File: config.mk
export PLATFORM = sky130hd
export DESIGN_NAME = srx_lock_ctrl
export DESIGN_NICKNAME = d
export VERILOG_FILES = /design/src/rtl/srx_pkg.sv /design/src/rtl/srx_lock_ctrl.sv
export SDC_FILE = /design/constraint.sdc
export NUM_CORES = 1
export LEC_CHECK = 0
export BUFFER_PORTS_ARGS = -buffer_cell sky130_fd_sc_hd__buf_2
export CAP_MARGIN = 0
export CELL_PAD_IN_SITES_DETAIL_PLACEMENT = 1
export CELL_PAD_IN_SITES_GLOBAL_PLACEMENT = 2
export CORE_MARGIN = 2
export CORE_UTILIZATION = 39
export DETAILED_ROUTE_END_ITERATION = 16
export PLACE_DENSITY_LB_ADDON = 0.1
export REMOVE_ABC_BUFFERS = 1
export SLEW_MARGIN = 10
export SYNTH_ARGS = -nofsm -noshare
export SYNTH_HDL_FRONTEND = slang
export SYNTH_SLANG_ARGS = --single-unit
File: constraint.sdc
create_clock -name pclk -period 8 [get_ports pclk]
set_clock_uncertainty 0.2 [all_clocks]
set_input_delay 0.4 -clock pclk [delete_from_list [all_inputs] [get_ports pclk]]
set_output_delay 0.4 -clock pclk [all_outputs]
set_load 0.01 [all_outputs]
File: src/rtl/srx_pkg.sv
// constants, types and register map of the receive lock controller
package srx_pkg;
    // clock period and link framing
    localparam int unsigned CLK_NS = 10;  // pclk period in ns
    localparam logic [2:0] BIT_MID = 3'h4;  // sample phase in 8-cycle bit
    localparam logic [3:0] WORD_LAST = 4'hb;  // 12 bit periods per word
    localparam logic [1:0] BAD_LIMIT = 2'h3;  // fourth bad word drops lock
    localparam logic [1:0] GOOD_TRAIN = 2'h2;  // good words, training
    localparam logic [1:0] GOOD_RANDOM = 2'h3;  // good words, random data
    localparam logic [9:0] TRAINING_PATTERN = 10'h3e0;  // five 1s, five 0s
    localparam logic [5:0] REF_LOSS_CYC = 6'h20;  // no ref edge: absent
    // lock times in ns and in cycles (longest time, rounded down)
    localparam int unsigned T_PD_20_NS = 3500;
    localparam int unsigned T_PD_80_NS = 2500;
    localparam int unsigned T_TR_20_NS = 1500;
    localparam int unsigned T_TR_80_NS = 800;
    localparam logic [11:0] LOCK_PD_20_CYC = 12'(T_PD_20_NS / CLK_NS);
    localparam logic [11:0] LOCK_PD_80_CYC = 12'(T_PD_80_NS / CLK_NS);
    localparam logic [11:0] LOCK_TR_20_CYC = 12'(T_TR_20_NS / CLK_NS);
    localparam logic [11:0] LOCK_TR_80_CYC = 12'(T_TR_80_NS / CLK_NS);
    // register byte offsets
    localparam logic [7:0] A_CTRL = 8'h00;
    localparam logic [7:0] A_STATUS = 8'h04;
    localparam logic [7:0] A_INT_STAT = 8'h08;
    localparam logic [7:0] A_INT_MASK = 8'h0c;
    localparam logic [7:0] A_WORD = 8'h10;
    localparam logic [7:0] A_LOSS = 8'h14;
    // field positions and reset values
    localparam int unsigned CTRL_EN_BIT = 0;
    localparam int unsigned CTRL_FAST_BIT = 1;
    localparam logic [1:0] CTRL_RST = 2'h1;
    localparam logic [3:0] INT_MASK_RST = 4'h0;
    // lock state
    typedef enum logic [1:0] {S_OFF, S_HUNT, S_CHECK, S_LOCK} srx_state_e;
    // pins from outside the clock domain
    typedef struct packed {
        logic ref_clk;
        logic pos;
        logic neg;
        logic pdn_n;
    } srx_pins_s;
    // interrupt events, same layout in status and mask
    typedef struct packed {
        logic timeout;
        logic ref_lost;
        logic lost;
        logic gained;
    } srx_evt_s;
endpackage

File: src/rtl/srx_lock_ctrl.sv
// receive lock control: clock-bit checking, lock flag, output enable
//
// Our own choices: the APB slave port and the address map.
`timescale 1ns/1ps
`default_nettype none
module srx_lock_ctrl
    import srx_pkg::*;
(
    input wire logic pclk,  // 100 MHz clock
    input wire logic presetn,  // async reset, low
    input wire logic [7:0] paddr,  // apb byte address
    input wire logic psel,  // apb select
    input wire logic penable,  // apb access phase
    input wire logic pwrite,  // apb write
    input wire logic [31:0] pwdata,  // apb write data
    output logic [31:0] prdata,  // apb read data
    output logic pready,  // apb ready
    output logic pslverr,  // apb error, unmapped
    input wire logic reference_clock_input,  // reference clock pin
    input wire logic serial_input_positive,  // serial line, true
    input wire logic serial_input_negative,  // serial line, inverted
    input wire logic power_down_input_n,  // low: powered down
    output logic [9:0] parallel_receive_outputs,  // recovered word
    output logic parallel_receive_outputs_oe,  // word drive enable
    output logic parallel_receive_strobe,  // new word pulse
    output logic lock_n,  // low while locked
    output logic irq  // level interrupt
);
    // address match, used by read mux and write strobes
    function automatic logic hit(input logic [7:0] a, input logic [7:0] r);
        hit = (a[7:2] == r[7:2]);
    endfunction

    // three-stage pin synchronisers
    srx_pins_s pin_raw;
    logic [3:0] s1_q, s2_q, s3_q;  // stages
    srx_pins_s filt_q;  // value once stages 2 and 3 agree
    assign pin_raw = '{reference_clock_input, serial_input_positive,
                       serial_input_negative, power_down_input_n};
    genvar gi;
    generate
        for (gi = 0; gi < 4; gi++) begin : g_sync
            always_ff @(posedge pclk or negedge presetn) begin
                if (!presetn) begin
                    s1_q[gi] <= 1'b0;
                    s2_q[gi] <= 1'b0;
                    s3_q[gi] <= 1'b0;
                    filt_q[gi] <= 1'b0;
                end else begin
                    s1_q[gi] <= pin_raw[gi];
                    s2_q[gi] <= s1_q[gi];
                    s3_q[gi] <= s2_q[gi];
                    // glitch filter: only an agreed level passes
                    if (s2_q[gi] == s3_q[gi]) begin
                        filt_q[gi] <= s3_q[gi];
                    end
                end
            end
        end
    endgenerate

    // registers and state
    logic [1:0] ctrl_q;  // enable, fast rate
    srx_evt_s int_stat_q, int_stat_d;  // sticky events
    logic [3:0] int_mask_q;  // interrupt mask
    logic [7:0] loss_q;  // lock losses seen
    srx_state_e st_q, st_d;  // lock state
    logic ref_prev_q;  // last ref level
    logic [5:0] ref_cnt_q;  // cycles since ref edge
    logic din_prev_q;  // last serial level
    logic [2:0] ph_q;  // bit phase
    logic [11:0] sh_q;  // last twelve bits
    logic [3:0] bc_q;  // bit in word
    logic chk_q;  // word ready to judge
    logic [1:0] good_q, bad_q;  // run counters
    logic [11:0] wd_q;  // lock watchdog
    logic wd_sel_q;  // 0: from power-up, 1: relock
    logic [9:0] rout_q;  // output word
    logic oe_q, strb_q, lock_n_q, irq_q;  // output flops
    logic [31:0] prdata_q;
    logic pready_q, pslverr_q;

    // link decode
    logic ref_edge, ref_ok, din, bit_stb, frame_ok, is_train, run;
    logic [1:0] need;
    logic hunting, word_ok, word_bad;
    assign ref_edge = filt_q.ref_clk != ref_prev_q;
    assign ref_ok = ref_cnt_q != REF_LOSS_CYC;
    assign din = filt_q.pos & ~filt_q.neg;
    // phase resets on every transition, sampling mid-bit
    assign bit_stb = ph_q == BIT_MID;
    // start bit high, stop bit low
    assign frame_ok = sh_q[11] & ~sh_q[0];
    assign is_train = sh_q[10:1] == TRAINING_PATTERN;
    assign need = is_train ? GOOD_TRAIN : GOOD_RANDOM;
    assign run = filt_q.pdn_n & ref_ok & ctrl_q[CTRL_EN_BIT];
    assign hunting = (st_q == S_HUNT) || (st_q == S_CHECK);
    assign word_ok = chk_q & frame_ok;
    assign word_bad = chk_q & ~frame_ok;

    // lock state machine
    always_comb begin
        st_d = st_q;
        case (st_q)
            S_OFF: st_d = S_HUNT;  // start hunting once running
            S_HUNT: begin  // random alignment search
                if (word_ok) begin
                    st_d = S_CHECK;
                end
            end
            S_CHECK: begin  // confirm same alignment
                if (word_bad) begin
                    st_d = S_HUNT;
                end else if (word_ok && (good_q + 2'h1 >= need)) begin
                    st_d = S_LOCK;
                end
            end
            S_LOCK: begin
                if (word_bad && bad_q == BAD_LIMIT) begin
                    st_d = S_HUNT;
                end
            end
            default: st_d = S_OFF;  // unused code falls back to off
        endcase
        if (!run) begin
            st_d = S_OFF;
        end
    end
    // watchdog limit: rate and entry path select the lock time
    logic [11:0] wd_lim;
    assign wd_lim = wd_sel_q
        ? (ctrl_q[CTRL_FAST_BIT] ? LOCK_TR_80_CYC : LOCK_TR_20_CYC)
        : (ctrl_q[CTRL_FAST_BIT] ? LOCK_PD_80_CYC : LOCK_PD_20_CYC);

    // events
    srx_evt_s evt;
    assign evt.gained = (st_d == S_LOCK) && (st_q != S_LOCK);
    assign evt.lost = (st_q == S_LOCK) && (st_d != S_LOCK);
    assign evt.ref_lost = ref_cnt_q == REF_LOSS_CYC - 6'h1 && !ref_edge;
    assign evt.timeout = hunting && wd_q == wd_lim - 12'h1;

    // apb decode
    logic setup, wr, mapped;
    logic [31:0] rd_mux;
    assign setup = psel & ~penable;
    assign wr = psel & penable & pwrite & pready_q;
    assign mapped = hit(paddr, A_CTRL) | hit(paddr, A_STATUS) |
                    hit(paddr, A_INT_STAT) | hit(paddr, A_INT_MASK) |
                    hit(paddr, A_WORD) | hit(paddr, A_LOSS);
    assign rd_mux =
        hit(paddr, A_CTRL) ? {30'h0, ctrl_q} :
        hit(paddr, A_STATUS) ? {26'h0, st_q, filt_q.pdn_n, is_train,
                                ref_ok, ~lock_n_q} :
        hit(paddr, A_INT_STAT) ? {28'h0, int_stat_q} :
        hit(paddr, A_INT_MASK) ? {28'h0, int_mask_q} :
        hit(paddr, A_WORD) ? {22'h0, rout_q} :
        hit(paddr, A_LOSS) ? {24'h0, loss_q} : 32'h0;
    // event set wins over a write-one clear in the same cycle
    assign int_stat_d = (int_stat_q &
        ~((wr && hit(paddr, A_INT_STAT)) ? pwdata[3:0] : 4'h0)) | evt;
    logic [3:0] int_mask_d;  // mask with this cycle's write, fed to irq
    assign int_mask_d = (wr && hit(paddr, A_INT_MASK)) ? pwdata[3:0] :
                        int_mask_q;

    // apb slave: answer in the first access cycle
    always_ff @(posedge pclk or negedge presetn) begin
        if (!presetn) begin
            pready_q <= 1'b0;
            pslverr_q <= 1'b0;
            prdata_q <= 32'h0;
            ctrl_q <= CTRL_RST;
            int_mask_q <= INT_MASK_RST;
            int_stat_q <= '0;
            irq_q <= 1'b0;
        end else begin
            pready_q <= setup;
            pslverr_q <= setup & ~mapped;
            prdata_q <= setup ? rd_mux : 32'h0;
            if (wr && hit(paddr, A_CTRL)) begin
                ctrl_q <= pwdata[1:0];
            end
            int_mask_q <= int_mask_d;
            int_stat_q <= int_stat_d;
            irq_q <= |(int_stat_d & int_mask_d);
        end
    end

    // link side: reference watch, bit recovery, word framing
    always_ff @(posedge pclk or negedge presetn) begin
        if (!presetn) begin
            ref_prev_q <= 1'b0;
            ref_cnt_q <= REF_LOSS_CYC;
            din_prev_q <= 1'b0;
            ph_q <= 3'h0;
            sh_q <= 12'h0;
            bc_q <= 4'h0;
            chk_q <= 1'b0;
        end else begin
            ref_prev_q <= filt_q.ref_clk;
            if (ref_edge) begin
                ref_cnt_q <= 6'h0;
            end else if (ref_ok) begin
                ref_cnt_q <= ref_cnt_q + 6'h1;  // saturates when absent
            end
            din_prev_q <= din;
            ph_q <= (din != din_prev_q) ? 3'h0 : ph_q + 3'h1;
            sh_q <= bit_stb ? {sh_q[10:0], din} : sh_q;
            // S_HUNT judges every bit; S_CHECK and S_LOCK judge each twelfth
            chk_q <= bit_stb && run &&
                     (st_q == S_HUNT || bc_q == WORD_LAST);
            if (st_q == S_HUNT) begin
                bc_q <= 4'h0;
            end else if (bit_stb) begin
                bc_q <= (bc_q == WORD_LAST) ? 4'h0 : bc_q + 4'h1;
            end
        end
    end

    // lock bookkeeping and outputs
    always_ff @(posedge pclk or negedge presetn) begin
        if (!presetn) begin
            st_q <= S_OFF;
            good_q <= 2'h0;
            bad_q <= 2'h0;
            wd_q <= 12'h0;
            wd_sel_q <= 1'b0;
            loss_q <= 8'h0;
            rout_q <= 10'h0;
            oe_q <= 1'b0;
            strb_q <= 1'b0;
            lock_n_q <= 1'b1;
        end else begin
            st_q <= st_d;
            good_q <= (st_d == S_CHECK && word_ok) ? good_q + 2'h1 :
                      (st_d == S_CHECK) ? good_q : 2'h0;
            // only consecutive bad words count
            bad_q <= (st_q == S_LOCK && word_bad) ? bad_q + 2'h1 :
                     (word_ok ? 2'h0 : bad_q);
            if (st_d == S_OFF) begin
                wd_sel_q <= 1'b0;
                wd_q <= 12'h0;
            end else if (st_d == S_LOCK) begin
                wd_sel_q <= 1'b1;
                wd_q <= 12'h0;
            end else if (hunting) begin
                wd_q <= (wd_q < wd_lim) ? wd_q + 12'h1 : wd_lim;  // clamp
            end
            loss_q <= loss_q + {7'h0, evt.lost};
            // a word leaves only while locked with good clock bits
            strb_q <= word_ok && st_d == S_LOCK;
            if (word_ok && st_d == S_LOCK) begin
                rout_q <= sh_q[10:1];
            end
            oe_q <= st_d == S_LOCK;
            lock_n_q <= st_d != S_LOCK;
        end
    end

    assign parallel_receive_outputs = rout_q;
    assign parallel_receive_outputs_oe = oe_q;
    assign parallel_receive_strobe = strb_q;
    assign lock_n = lock_n_q;
    assign irq = irq_q;
    assign prdata = prdata_q;
    assign pready = pready_q;
    assign pslverr = pslverr_q;
endmodule // srx_lock_ctrl
`default_nettype wire

Yosys cells after proc, flatten, opt, wreduce, memory -nomap -nowiden
Index checks and enable logic that the tools add are counted.

Equality and inequality tests: 26. $add $sub $neg: 8. Multiplexer cells: 35. Reductions and logical operators: 26. Bitwise gates (word level): 26. Magnitude comparators: 2.

Operators by type and width (count): $mux W10 (6); $mux W12 (4); $mux W4 (5); $mux W2 (9); $mux W9 (2); $mux W8 (2); $logic_and A1 B1 Y1 (14); $add A12 B1 Y12 const B (1); $eq A12 B12 Y1 (1); $eq A6 B2 Y1 const B (2); $eq A6 B3 Y1 const B (2); $lt A12 B9 Y1 (1); $mux W6 (2); $and A1 B1 Y1 (11); $eq A10 B10 Y1 const B (1); $eq A2 B2 Y1 const B (5); $sub A9 B1 Y10 const B (1); $add A8 B1 Y8 (1); $and A4 B4 Y4 (2); $pmux W2 S4 (1); $reduce_bool A2 Y1 (4); $add A6 B1 Y6 const B (1); $eq A6 B1 Y1 const B (1); $eq A6 B5 Y1 const B (1); 23 further kinds (43).

Output and inout port bits: 48. Input bits: 49. Bits in registers: 107.

Longest topological paths before layout
Gate-level depths: netlist of run 1.

Depth after elaboration: 13. Mapped depth: 15. Gate-level depth less buffers: 14.

Least setup slack after synthesis of run 1
OpenSTA, ideal clock, no wires.

Kind: register to register. Start: register sh_q[2]. End: register wd_q[8]. Slack: 4.344 ns. Arrival: 3.340 ns. Clock period less this slack: 3.656 ns. Buffers on the path: 0. Cell stages (with the launch flop): 15. Data required time: 7.684 ns. Library setup time: 0.116 ns. Path through: dfrtp_1 > or4_1 > nor4_1 > inv_1 > ha_1 > nor2b_1 > nor3_1 > o21ai_0 > a31o_2 > ha_1 > nor2_1 > nand2_1 > or4_1 > a211o_1 > o311ai_0.

Word-level cells in the longest chain between the ends: 11. Elaborated cells between the ends (all ways): 13. Those cells by class: order compare: 1; eq/ne: 2; mux: 7; reduce/logical: 3.

Ends and longest elaborated chain: start: declaration (line srx_lock_ctrl.sv:72) `logic [11:0] sh_q;`; start signal: assignment (line srx_lock_ctrl.sv:207) `sh_q <= bit_stb ? {sh_q[10:0], din} : sh_q;`; $eq A10 B10 Y1 (*) (line srx_lock_ctrl.sv:94) `assign is_train = sh_q[10:1] == TRAINING_PATTERN;`; $mux W1 (*) (line srx_lock_ctrl.sv:95) `assign need = is_train ? GOOD_TRAIN : GOOD_RANDOM;`; $ge A2 B2 Y1 (*) (line srx_lock_ctrl.sv:114) `end else if (word_ok && (good_q + 2'h1 >= need)) begin`; $logic_and A1 B1 Y1 (*) (line srx_lock_ctrl.sv:114); $mux W2 (*) (line srx_lock_ctrl.sv:114); $mux W2 (*) (line srx_lock_ctrl.sv:112) `if (word_bad) begin`; $pmux W2 S4 (*) (line srx_lock_ctrl.sv:104) `case (st_q)`; $mux W2 (*) (line srx_lock_ctrl.sv:125) `if (!run) begin`; $eq A2 B2 Y1 (line srx_lock_ctrl.sv:242) `end else if (st_d == S_LOCK) begin`; $mux W12 (line srx_lock_ctrl.sv:242); $mux W12 (line srx_lock_ctrl.sv:239) `if (st_d == S_OFF) begin`; end signal: assignment (line srx_lock_ctrl.sv:246) `wd_q <= (wd_q < wd_lim) ? wd_q + 12'h1 : wd_lim;`; end: declaration (line srx_lock_ctrl.sv:76) `logic [11:0] wd_q;`.

Every way passes the cells marked *; elsewhere a longest branch is shown, timed or not. A chain may end at the register's enable or synchronous reset.

Final worst setup path of run 1
Ends and elaborated chain as after synthesis.

==> results of run 1 <==
-- layout make-up --
type                       instances  area share (%)
tap                              176           3.712
multi-input combinational        325           39.15
clock inverter                     2          0.6539
inverter                          24           1.519
clock buffer                      14           4.788
sequential                       107           45.20
timing repair buffer              52           4.978
-- cells in the mapped netlist (5+ instances only) --
cell and count:
o311ai_0 6, nand2b_1 10, xnor2_1 9, clkbuf_1 14, o21ai_0 14, inv_1 24
dfrtp_1 104, xor2_1 11, nor2_1 23, nor3_1 6, and2_1 9, a21o_1 5
nand3_1 22, a211o_1 6, a21oi_1 11, nand2_1 34, mux2_2 27, buf_4 22
nor2b_1 7, ha_1 28, and3_1 7, a211oi_1 5
-- layer usage --
metal  vias to the layer above  track usage, %
li1                       1717               -
met1                      1856           23.51
met2                        56           27.82
met3                        12           2.662
met4                         0           6.250
met5                         -               0
-- stage by stage --
stage          std cells  utilization (%)  hold slack, ns
3_5_place_dp         679            42.15          0.1357
3_3_place_gp         679            42.15          0.1330
4_1_cts              700            44.97          0.1174
6_report             700            44.97          0.1238
2_1_floorplan        456                -        -0.09559
5_1_grt              700            44.97          0.1314
-- sequential cells by signal, summed over array words and instances (netlist names), 6 cells and up --
name / flops
loss_q: 8
parallel_receive_outputs: 10
prdata: 10
ref_cnt_q: 6
sh_q: 12
wd_q: 12
-- worst paths after layout --
check | cells after the start | end | slack [ns] | startpoint
max in group asynchronous | 3 | loss_q[6] | 5.97 | presetn
worst min-delay path | 2 | int_mask_q[3] | 0.12 | pwdata[3]
worst max-delay path | 14 | wd_q[8] | 3.35 | sh_q[2]
min in group asynchronous | 2 | ref_cnt_q[1] | 0.32 | presetn
worst min register to register | 0 | s2_q[3] | 0.15 | s1_q[3]
worst max register to register | 14 | wd_q[8] | 3.35 | sh_q[2]
-- cell families (layout without fill, tap and decap cells) --
| family | after synthesis | count (layout) | synth area share [%] |
|---|---|---|---|
| AND/OR/NAND/NOR | 142 | 142 | 14.54 |
| flip-flops | 107 | 107 | 51.24 |
| AO/OA/AOI/OAI | 79 | 79 | 10.98 |
| buffers and inverters | 60 | 92 | 5.882 |
| adder cells (fa/ha/maj) | 32 | 32 | 7.461 |
| multiplexers | 30 | 30 | 6.480 |
| XOR/XNOR | 20 | 20 | 3.348 |
| other | 1 | 22 | 0.07167 |
-- report_power, final --
| group | internal, mW | switching (mW) |
|---|---|---|
| clock | 0.278 | 0.197 |
| combinational | 0.0599 | 0.0713 |
| sequential | 0.584 | 0.0392 |
| total | 0.922 | 0.307 |
-- worst max-delay path: stages (launching register included) --
cell      delay [ns]
dfrtp_1         0.40
or4_1           0.53
nor4_1          0.56
inv_1           0.11
ha_1            0.30
nor2b_1         0.04
nor3_1          0.25
o21ai_0         0.16
a31o_2          0.29
ha_1            0.25
nor2_1          0.14
nand2_1         0.30
or4_1           0.60
a211o_1         0.30
o311ai_0        0.09
==> flow_metrics.py, run 1 <==
metrics = {
    "cts": {
        "postCtsResizedCells": 0,
        "cts_num_sinks": 107,
        "root_buffer": "clkbuf_16",
        "worst_skew_pair.late_latency_ns": 0.35,
        "postCtsSetupRepairBufs": 0,
        "htreeDepth": 3,
        "cts.clk_slew.worst_paths_ns": 0.07,
        "postCtsHoldBufs": 5,
        "max-clock-path-buffers": 2,
        "cts_made_buffers": 9,
        "cts_tree": "built",
    },
    "detailed_routing": {
        "met3WireLength_um": 349,
        "drt_wl_total_mm": 11.34,
        "via_per_inst": 5.201,
        "drt-pass1-iter-count": 4,
        "highest_layer": "met4",
        "via_count": 3641,
        "met2_length_mm": 5.371,
        "drt-met1-wl_mm": 5.430,
        "drc": 0,
        "drt_iter0_drc": 184,
        "post_drt_wl_per_cell_um": 16.20,
        "ant_nets": 0,
    },
    "yosys": {
        "async_flop_share_pct": 100.0,
        "synth_top_area_share_pct": 49.74,
        "netlist_instances": 471,
        "yosys-top-cells-area": "dfrtp_1 50%, ha_1 6.7%, mux2_2 5.8%",
        "synthesis.area_sq_um": 5233,
        "yosysUniqueCellTypes": 60,
        "synth_edf_count": 0,
        "synth_area_per_cell_sq_um": 11.11,
        "synth_ff_type": "dfrtp_1",
        "ys_ff_latch": 107,
        "yosysWarnings": 0,
        "ys_seq_area_share_pct": 51.24,
        "yosys.area.top_type": "dfrtp_1",
    },
    "sta": {
        "worst_pin_slew_ns": 1.022,
        "setup_ws_ns": 3.352,
        "finalSetupViolCount": 0,
        "slew_viol_final": 0,
        "rsz0062_at_grt": "false",
        "fin_crit_ns": 4.648,
        "slew_headroom_pct": 31.56,
        "hold_viol": 0,
        "setup_tns_ns": 0,
        "max_freq_mhz": 215.2,
        "post-route-period-util_pct": 58.10,
    },
    "cells_and_area": {
        "antenna_cells": 0,
        "mostFrequentLayoutCells": "104 x dfrtp_1, 43 x buf_2, 34 x nand2_1",
        "seqCellArea_sq_um": 2681,
        "final_nets": 596,
        "syn_to_final_growth_pct": 13.37,
        "final_area_sq_um": 5932,
        "final_layout_size_suffix_gt1_share_pct": 19.08,
        "fill_cells": 1455,
        "final_common_cell": "dfrtp_1",
        "multiInputGateArea_sq_um": 2322,
    },
    "floorplan": {
        "die_area_sq_um": 14360,
        "die_h_um": 119.8,
        "rows": 42,
        "coreArea_sq_um": 13190,
        "io_pins": 97,
        "die_x_um": 119.8,
        "start_util_pct": 39.67,
    },
    "pwr": {
        "power_mw": 1.229,
        "p_per_area_nw_per_um2": 207.2,
        "p_leak_nw": 2.836,
        "ir_worst_vdd_mv": 0.09671,
    },
    "place": {
        "hpwlAfterDp_mm": 8.088,
        "dpl_worst_slack_ns": 3.355,
        "dpl_cell_area_sq_um": 5559,
        "gp_congestion": 0.7800,
        "port_buffers": 44,
    },
    "setup_path": {
        "crit_fanout": 14,
        "cp-start-kind": "flop",
        "cp.arrival_ns": 4.68,
        "cp-end-kind": "flop",
        "critPathRequiredTime_ns": 8.03,
        "path_class": "reg2reg",
    },
    "hold_path": {
        "hold_class": "in2reg",
    },
    "grt": {
        "grt_start_max_net_pins": 78,
        "antenna_found_initial": 0,
        "grt_pass1_vias": 3826,
        "grt_usage_pct": 17.21,
        "grt_pass1_wl_mm": 19.53,
        "overflow": 0,
    },
    "flow_run": {
        "drv_cap": 0,
    },
    "status": {
        "status": "completed",
    },
}
No activity file was read; power rests on OpenSTA's default activity.
==> run 2, diff against run 1 <==
ABC_AREA = 1   (was not set)
CORE_UTILIZATION = 30   (was 39)
clock period = 4 ns   (was 8 ns; I/O delays follow)
==> run 2 against run 1 <==
  * Non-clock buffer count is 7 higher
  * Synthesized area is 2.3% higher
  * Sequential power is 96% higher
  * Critical path depth is 4 higher
  * Sequential cell count stayed put
  * Power is 94% higher
  * Clock power is 94% higher
  * Final area is 4.3% higher
  * Global-route usage is 2.1 points lower
  * Worst hold slack worse by 0.060 ns
  * Combinational power is 92% higher
  * Critical path type unchanged
==> flow_metrics.py, run 2 <==
metrics = {
    "yosys": {
        "synthesis.area_sq_um": 5353,
        "synth_most_common_cell": "nand2_1",
        "netlist_top_cells_count": "160 x nand2_1, 104 x dfrtp_1, 85 x inv_1, 50 x nor2_1, 44 x o21ai_0",
        "async_flop_share_pct": 100.0,
        "synth_edf_count": 0,
        "synth_area_per_cell_sq_um": 8.551,
        "netlist_instances": 626,
        "yosys-top-cells-area": "dfrtp_1 49%, nand2_1 11%, ha_1 6.5%",
        "yosysWarnings": 0,
        "yosysUniqueCellTypes": 36,
        "ys_seq_area_share_pct": 50.09,
        "synth_top_area_share_pct": 48.62,
        "ys_ff_latch": 107,
        "synth_ff_type": "dfrtp_1",
        "yosys.area.top_type": "dfrtp_1",
    },
    "cells_and_area": {
        "mostFrequentLayoutCells": "160 x nand2_1, 104 x dfrtp_1, 85 x inv_1",
        "syn_to_final_growth_pct": 15.61,
        "fill_cells": 2087,
        "fin_cells": 920,
        "final_nets": 767,
        "final_layout_size_suffix_gt1_share_pct": 12.23,
        "antenna_cells": 0,
        "final_common_cell": "nand2_1",
        "largestRegisters": "sh_q: 12 flops, wd_q: 12 flops",
    },
    "cts": {
        "cts_num_sinks": 107,
        "postCtsHoldBufs": 11,
        "root_buffer": "clkbuf_16",
        "postCtsSetupRepairBufs": 0,
        "cts.clk_slew.worst_paths_ns": 0.08,
        "postCtsResizedCells": 0,
        "htreeDepth": 3,
        "worst_skew_pair.late_latency_ns": 0.36,
        "max-clock-path-buffers": 2,
        "cts_made_buffers": 9,
        "cts_tree": "built",
    },
    "flow_run": {
        "drv_cap": 0,
    },
    "sta": {
        "setup_tns_ns": 0,
        "slew_viol_final": 0,
        "fin_crit_ns": 3.399,
        "max_freq_mhz": 294.2,
        "hold_ws_ns": 0.06370,
        "worst_pin_slew_ns": 0.8924,
        "hold_viol": 0,
        "finalSetupViolCount": 0,
        "setup_ws_ns": 0.6007,
        "slew_headroom_pct": 40.51,
        "rsz0062_at_grt": "false",
        "post-route-period-util_pct": 84.98,
    },
    "place": {
        "gp_congestion": 0.7517,
        "dp.cells": 893,
        "dpl_worst_slack_ns": 0.5828,
        "port_buffers": 44,
        "hpwlAfterDp_mm": 10.12,
    },
    "hold_path": {
        "hold_class": "in2reg",
    },
    "detailed_routing": {
        "drt_wl_total_mm": 13.38,
        "ant_nets": 0,
        "drt-pass1-iter-count": 4,
        "via_count": 4174,
        "via_per_inst": 4.537,
        "drc": 0,
        "drt_iter0_drc": 122,
        "post_drt_wl_per_cell_um": 14.54,
    },
    "setup_path": {
        "crit_family": "simple AND/OR/NAND/NOR gates",
        "cpPeakStageDelay_ns": 0.38,
        "crit_fanout": 5,
        "critPathRequiredTime_ns": 4.04,
        "cp-start-kind": "flop",
        "cp-end-kind": "flop",
        "rrSetupSlack_ns": 0.60,
        "path_class": "reg2reg",
        "worstPathCellList": "inv_1 -> nand4_1 -> nor2_1 -> nand3_1 -> ha_1 -> o21ai_0 -> nand2_1 -> nand3_1 -> a21oi_1 -> ha_1 -> inv_1 -> nand2_1 -> nor2_2 -> ha_1 -> nand3_1 -> nor2_1 -> nand2_1 -> xnor2_1",
        "cp.arrival_ns": 3.44,
        "worst_path_max_delay_cell": "dfrtp_1",
        "crit_buf_inv": 2,
    },
    "floorplan": {
        "rows": 48,
        "io_pins": 97,
        "die_area_sq_um": 18930,
        "coreArea_sq_um": 17360,
        "die_h_um": 137.6,
        "die_x_um": 137.6,
        "start_util_pct": 30.84,
    },
    "grt": {
        "grt_pass1_wl_mm": 21.79,
        "grt_usage_pct": 15.15,
        "antenna_found_initial": 0,
        "grt_start_max_net_pins": 67,
        "grt_pass1_vias": 4226,
        "overflow": 0,
    },
    "pwr": {
        "p_per_area_nw_per_um2": 386.3,
        "p_leak_nw": 3.087,
        "ir_worst_vdd_mv": 0.3124,
    },
    "status": {
        "status": "completed",
    },
}
run 2: changes by cell type in the layout (fill, tap and decap cells not counted), sizes merged, moves of 7 or more:
cell,delta
inv,+68
and3,-7
nand3,+23
nor2,+32
mux2,-28
and2,-8
nor2b,-7
o21ai,+35
nand2,+128
nand2b,-10
run 2: final timing paths:
kind | from | endpoint | cells past startpoint
setup / recovery | sh_q[5] | loss_q[6] | 18
hold / removal | paddr[2] | prdata[5] | 3
setup reg to reg | sh_q[5] | loss_q[6] | 18
hold reg to reg | s1_q[0] | s2_q[0] | 0
max in group asynchronous | presetn | chk_q | 3
min in group asynchronous | presetn | wd_q[2] | 2
run 2: cell families (layout without fill, tap and decap cells):
| logic type | after synthesis | after routing | synth area share [%] |
|---|---|---|---|
| AO/OA/AOI/OAI | 71 | 71 | 7.013 |
| adder cells (fa/ha/maj) | 32 | 32 | 7.293 |
| XOR/XNOR | 16 | 16 | 2.618 |
| flip-flops | 107 | 107 | 50.09 |
| buffers and inverters | 114 | 162 | 9.561 |
| AND/OR/NAND/NOR | 285 | 285 | 23.35 |
| other | 1 | 22 | 0.07006 |
run 2: cell type report:
cell class | count | area [sq um] | share of cell area [%]
Multi-Input combinational cell | 426 | 2238 | 36.17
Inverter | 87 | 326.6 | 5.277
Clock buffer | 9 | 225.2 | 3.639
Clock inverter | 7 | 72.57 | 1.173
Sequential cell | 107 | 2681 | 43.33
Timing Repair Buffer | 59 | 362.8 | 5.863
Tap cell | 225 | 281.5 | 4.549
run 2: per-stage QoR:
step	utilization, %	instance area [sq um]	power (mW)
after floorplan	-	5246	1.389
after global placement	33.30	5781	1.474
after detailed placement	33.30	5781	1.491
after CTS	35.65	6188	2.434
after global routing	35.65	6188	2.527
final	35.65	6188	2.390
run 2: worst register-to-register path, cell delays in order (launching register included):
cell	delay (ns)
dfrtp_1	0.38
inv_1	0.09
nand4_1	0.10
nor2_1	0.15
nand3_1	0.18
ha_1	0.32
o21ai_0	0.23
nand2_1	0.08
nand3_1	0.10
a21oi_1	0.12
ha_1	0.28
inv_1	0.16
nand2_1	0.11
nor2_2	0.16
ha_1	0.21
nand3_1	0.13
nor2_1	0.11
nand2_1	0.07
xnor2_1	0.12
run 2: where the power goes:
group / switching [mW] / internal, mW
registers: 0.0593 / 1.16
clock network: 0.473 / 0.448
logic: 0.160 / 0.0912
run 2: layer usage:
metal / vias up / GRT usage [%] / part of all wire (%) / routed length [um]
met5: - / 0 / 0 / 0
met2: 56 / 24.18 / 45 / 6036
met3: 11 / 2.208 / 2.5 / 338
li1: 2061 / - / - / -
met1: 2046 / 21.05 / 51 / 6808
met4: 0 / 5.155 / 1.5 / 196
==> run 3, diff against run 2 <==
CORE_UTILIZATION = 33   (was 30)
clock period = 3.37 ns   (was 4 ns; I/O delays follow)
==> run 3 against run 2 <==
  * Setup slack got worse by 0.33 ns
  * Worst hold slack lost 0.018 ns
  * Sequential cell count unchanged
  * Critical endpoint unchanged
  * Largest cell class unchanged
  * Final area is 1.1% higher
  * Largest power group unchanged
==> flow_metrics.py, run 3 (synthesized netlist as in run 2, its figures left out) <==
metrics = {
    "detailed_routing": {
        "drc": 0,
        "post_drt_wl_per_cell_um": 14.53,
        "drt_iter0_drc": 149,
        "via_count": 4120,
        "drt-pass1-iter-count": 5,
        "drt_wl_total_mm": 13.26,
        "ant_nets": 0,
        "via_per_inst": 4.513,
    },
    "hold_path": {
        "hold_class": "in2reg",
    },
    "grt": {
        "grt_pass1_vias": 4443,
        "overflow": 0,
        "grt-busiest-layer": "met2",
        "grt_usage_pct": 16.35,
        "antenna_found_initial": 0,
        "grt.met3_usage_pct": 3.627,
        "grt_pass1_wl_mm": 22.39,
        "grt_start_max_net_pins": 56,
        "grt.met1_usage_pct": 21.24,
        "met2_usage_pct": 27.43,
    },
    "status": {
        "status": "completed",
    },
    "sta": {
        "slew_headroom_pct": 48.61,
        "hold_ws_ns": 0.04536,
        "finalSetupViolCount": 0,
        "slew_viol_final": 0,
        "rsz0062_at_grt": "false",
        "max_freq_mhz": 322.3,
        "worst_pin_slew_ns": 0.7709,
        "hold_viol": 0,
        "post-route-period-util_pct": 92.07,
        "setup_tns_ns": 0,
        "fin_crit_ns": 3.103,
    },
    "cells_and_area": {
        "seqCellArea_sq_um": 2681,
        "antenna_cells": 0,
        "final_nets": 769,
        "final_layout_size_suffix_gt1_share_pct": 13.06,
        "multiInputGateArea_sq_um": 2255,
        "final_common_cell": "nand2_1",
        "mostFrequentLayoutCells": "159 x nand2_1, 104 x dfrtp_1, 84 x inv_1",
        "fill_cells": 1940,
        "largestRegisters": "sh_q: 12 flops, wd_q: 12 flops",
        "syn_to_final_growth_pct": 16.92,
    },
    "setup_path": {
        "rrSetupSlack_ns": 0.27,
        "startpoint": "sh_q[5]",
        "rr_worst_depth": 18,
        "cp-start-kind": "flop",
        "worstReg2RegStart": "sh_q[5]",
        "crit_fanout": 5,
        "cp.arrival_ns": 3.14,
        "r2r-end": "loss_q[6]",
        "endpoint": "loss_q[6]",
        "path_class": "reg2reg",
        "critPathRequiredTime_ns": 3.40,
        "cp-end-kind": "flop",
    },
    "cts": {
        "max-clock-path-buffers": 2,
        "cts_num_sinks": 107,
        "cts.clk_slew.worst_paths_ns": 0.08,
        "cts_tree": "built",
        "cts_made_buffers": 9,
        "htreeDepth": 3,
        "worst_skew_pair.late_latency_ns": 0.35,
        "root_buffer": "clkbuf_16",
    },
    "floorplan": {
        "die_x_um": 131.4,
        "start_util_pct": 33.70,
        "coreArea_sq_um": 15890,
        "rows": 46,
        "die_h_um": 131.4,
        "die_area_sq_um": 17260,
        "io_pins": 97,
    },
    "place": {
        "hpwlAfterDp_mm": 10.09,
        "gp_congestion": 0.8325,
        "port_buffers": 44,
    },
    "pwr": {
        "p_per_area_nw_per_um2": 469.1,
        "p_leak_nw": 3.122,
        "ir_worst_vdd_mv": 0.2588,
        "power_mw": 2.936,
    },
    "flow_run": {
        "drv_cap": 0,
    },
}
## run 3: cell count changes in the layout (fill, tap and decap cells not counted), sizes merged
cell      before  now
clkinv         0    3
buf           48   50
clkinvlp       1    0
inv           93   89
bufinv         0    2
## run 3: stage by stage
stage | cell area (sq um) | instances | utilization, % | setup slack, ns
after floorplan | 5246 | 620 | - | 0.5448
after global placement | 5797 | 886 | 36.49 | 0.1295
after detailed placement | 5797 | 886 | 36.49 | -0.07656
after CTS | 6247 | 913 | 39.33 | 0.03695
after global routing | 6259 | 913 | 39.40 | 0.0009368
final | 6259 | 913 | 39.40 | 0.2671
## run 3: routing by layer
metal | vias up | wire length (um)
met3 | 6 | 335
li1 | 2067 | -
met1 | 1995 | 6425
met4 | 0 | 100
met2 | 52 | 6403
met5 | - | 0
## run 3: area by class of cell
cell class                 instances  share of cell area, %
clock buffer                       9                  3.599
clock inverter                     7                  1.759
inverter                          87                  5.218
multi-input combinational        426                  36.03
sequential                       107                  42.84
tap                              216                  4.318
timing repair buffer              61                  6.238
## run 3: worst max-delay path, stage by stage (launching register included)
cell     delay [ns]
dfrtp_1        0.38
inv_1          0.09
nand4_1        0.10
nor2_1         0.15
nand3_2        0.13
ha_1           0.31
o21ai_2        0.17
nand2_1        0.08
nand3_1        0.09
a21oi_1        0.11
ha_1           0.22
inv_2          0.10
nand2_2        0.08
nor2_4         0.12
ha_1           0.20
nand3_1        0.13
nor2_1         0.11
nand2_1        0.07
xnor2_1        0.13
## run 3: how the worst min path moves through the flow
stage	start	to	slack, ns	depth (start not counted)
2_1_floorplan	presetn	bad_q[0]	-0.33	0
4_1_cts	paddr[2]	prdata[4]	0.03	3
3_5_place_dp	serial_input_negative	s1_q[1]	0.08	1
5_1_grt	paddr[2]	prdata[4]	0.05	3
6_report	psel	prdata[0]	0.05	5
3_3_place_gp	serial_input_positive	s1_q[2]	0.08	1
## run 3: timing repair
action | CTS | global route
pin swaps | 0 | 0
setup buffers | 0 | 0
hold buffers | 11 | 0
gates resized for setup | 2 | 4
endpoints found under the setup margin | 2 | 2
cloned | 0 | 0
hold endpoints to repair | 69 | 0
## run 3: where the power goes
group | switching, mW | internal [mW] | total [mW]
Clock | 0.514 | 0.666 | 1.18
Sequential | 0.0720 | 1.38 | 1.45
Combinational | 0.197 | 0.111 | 0.308
Total | 0.783 | 2.15 | 2.94
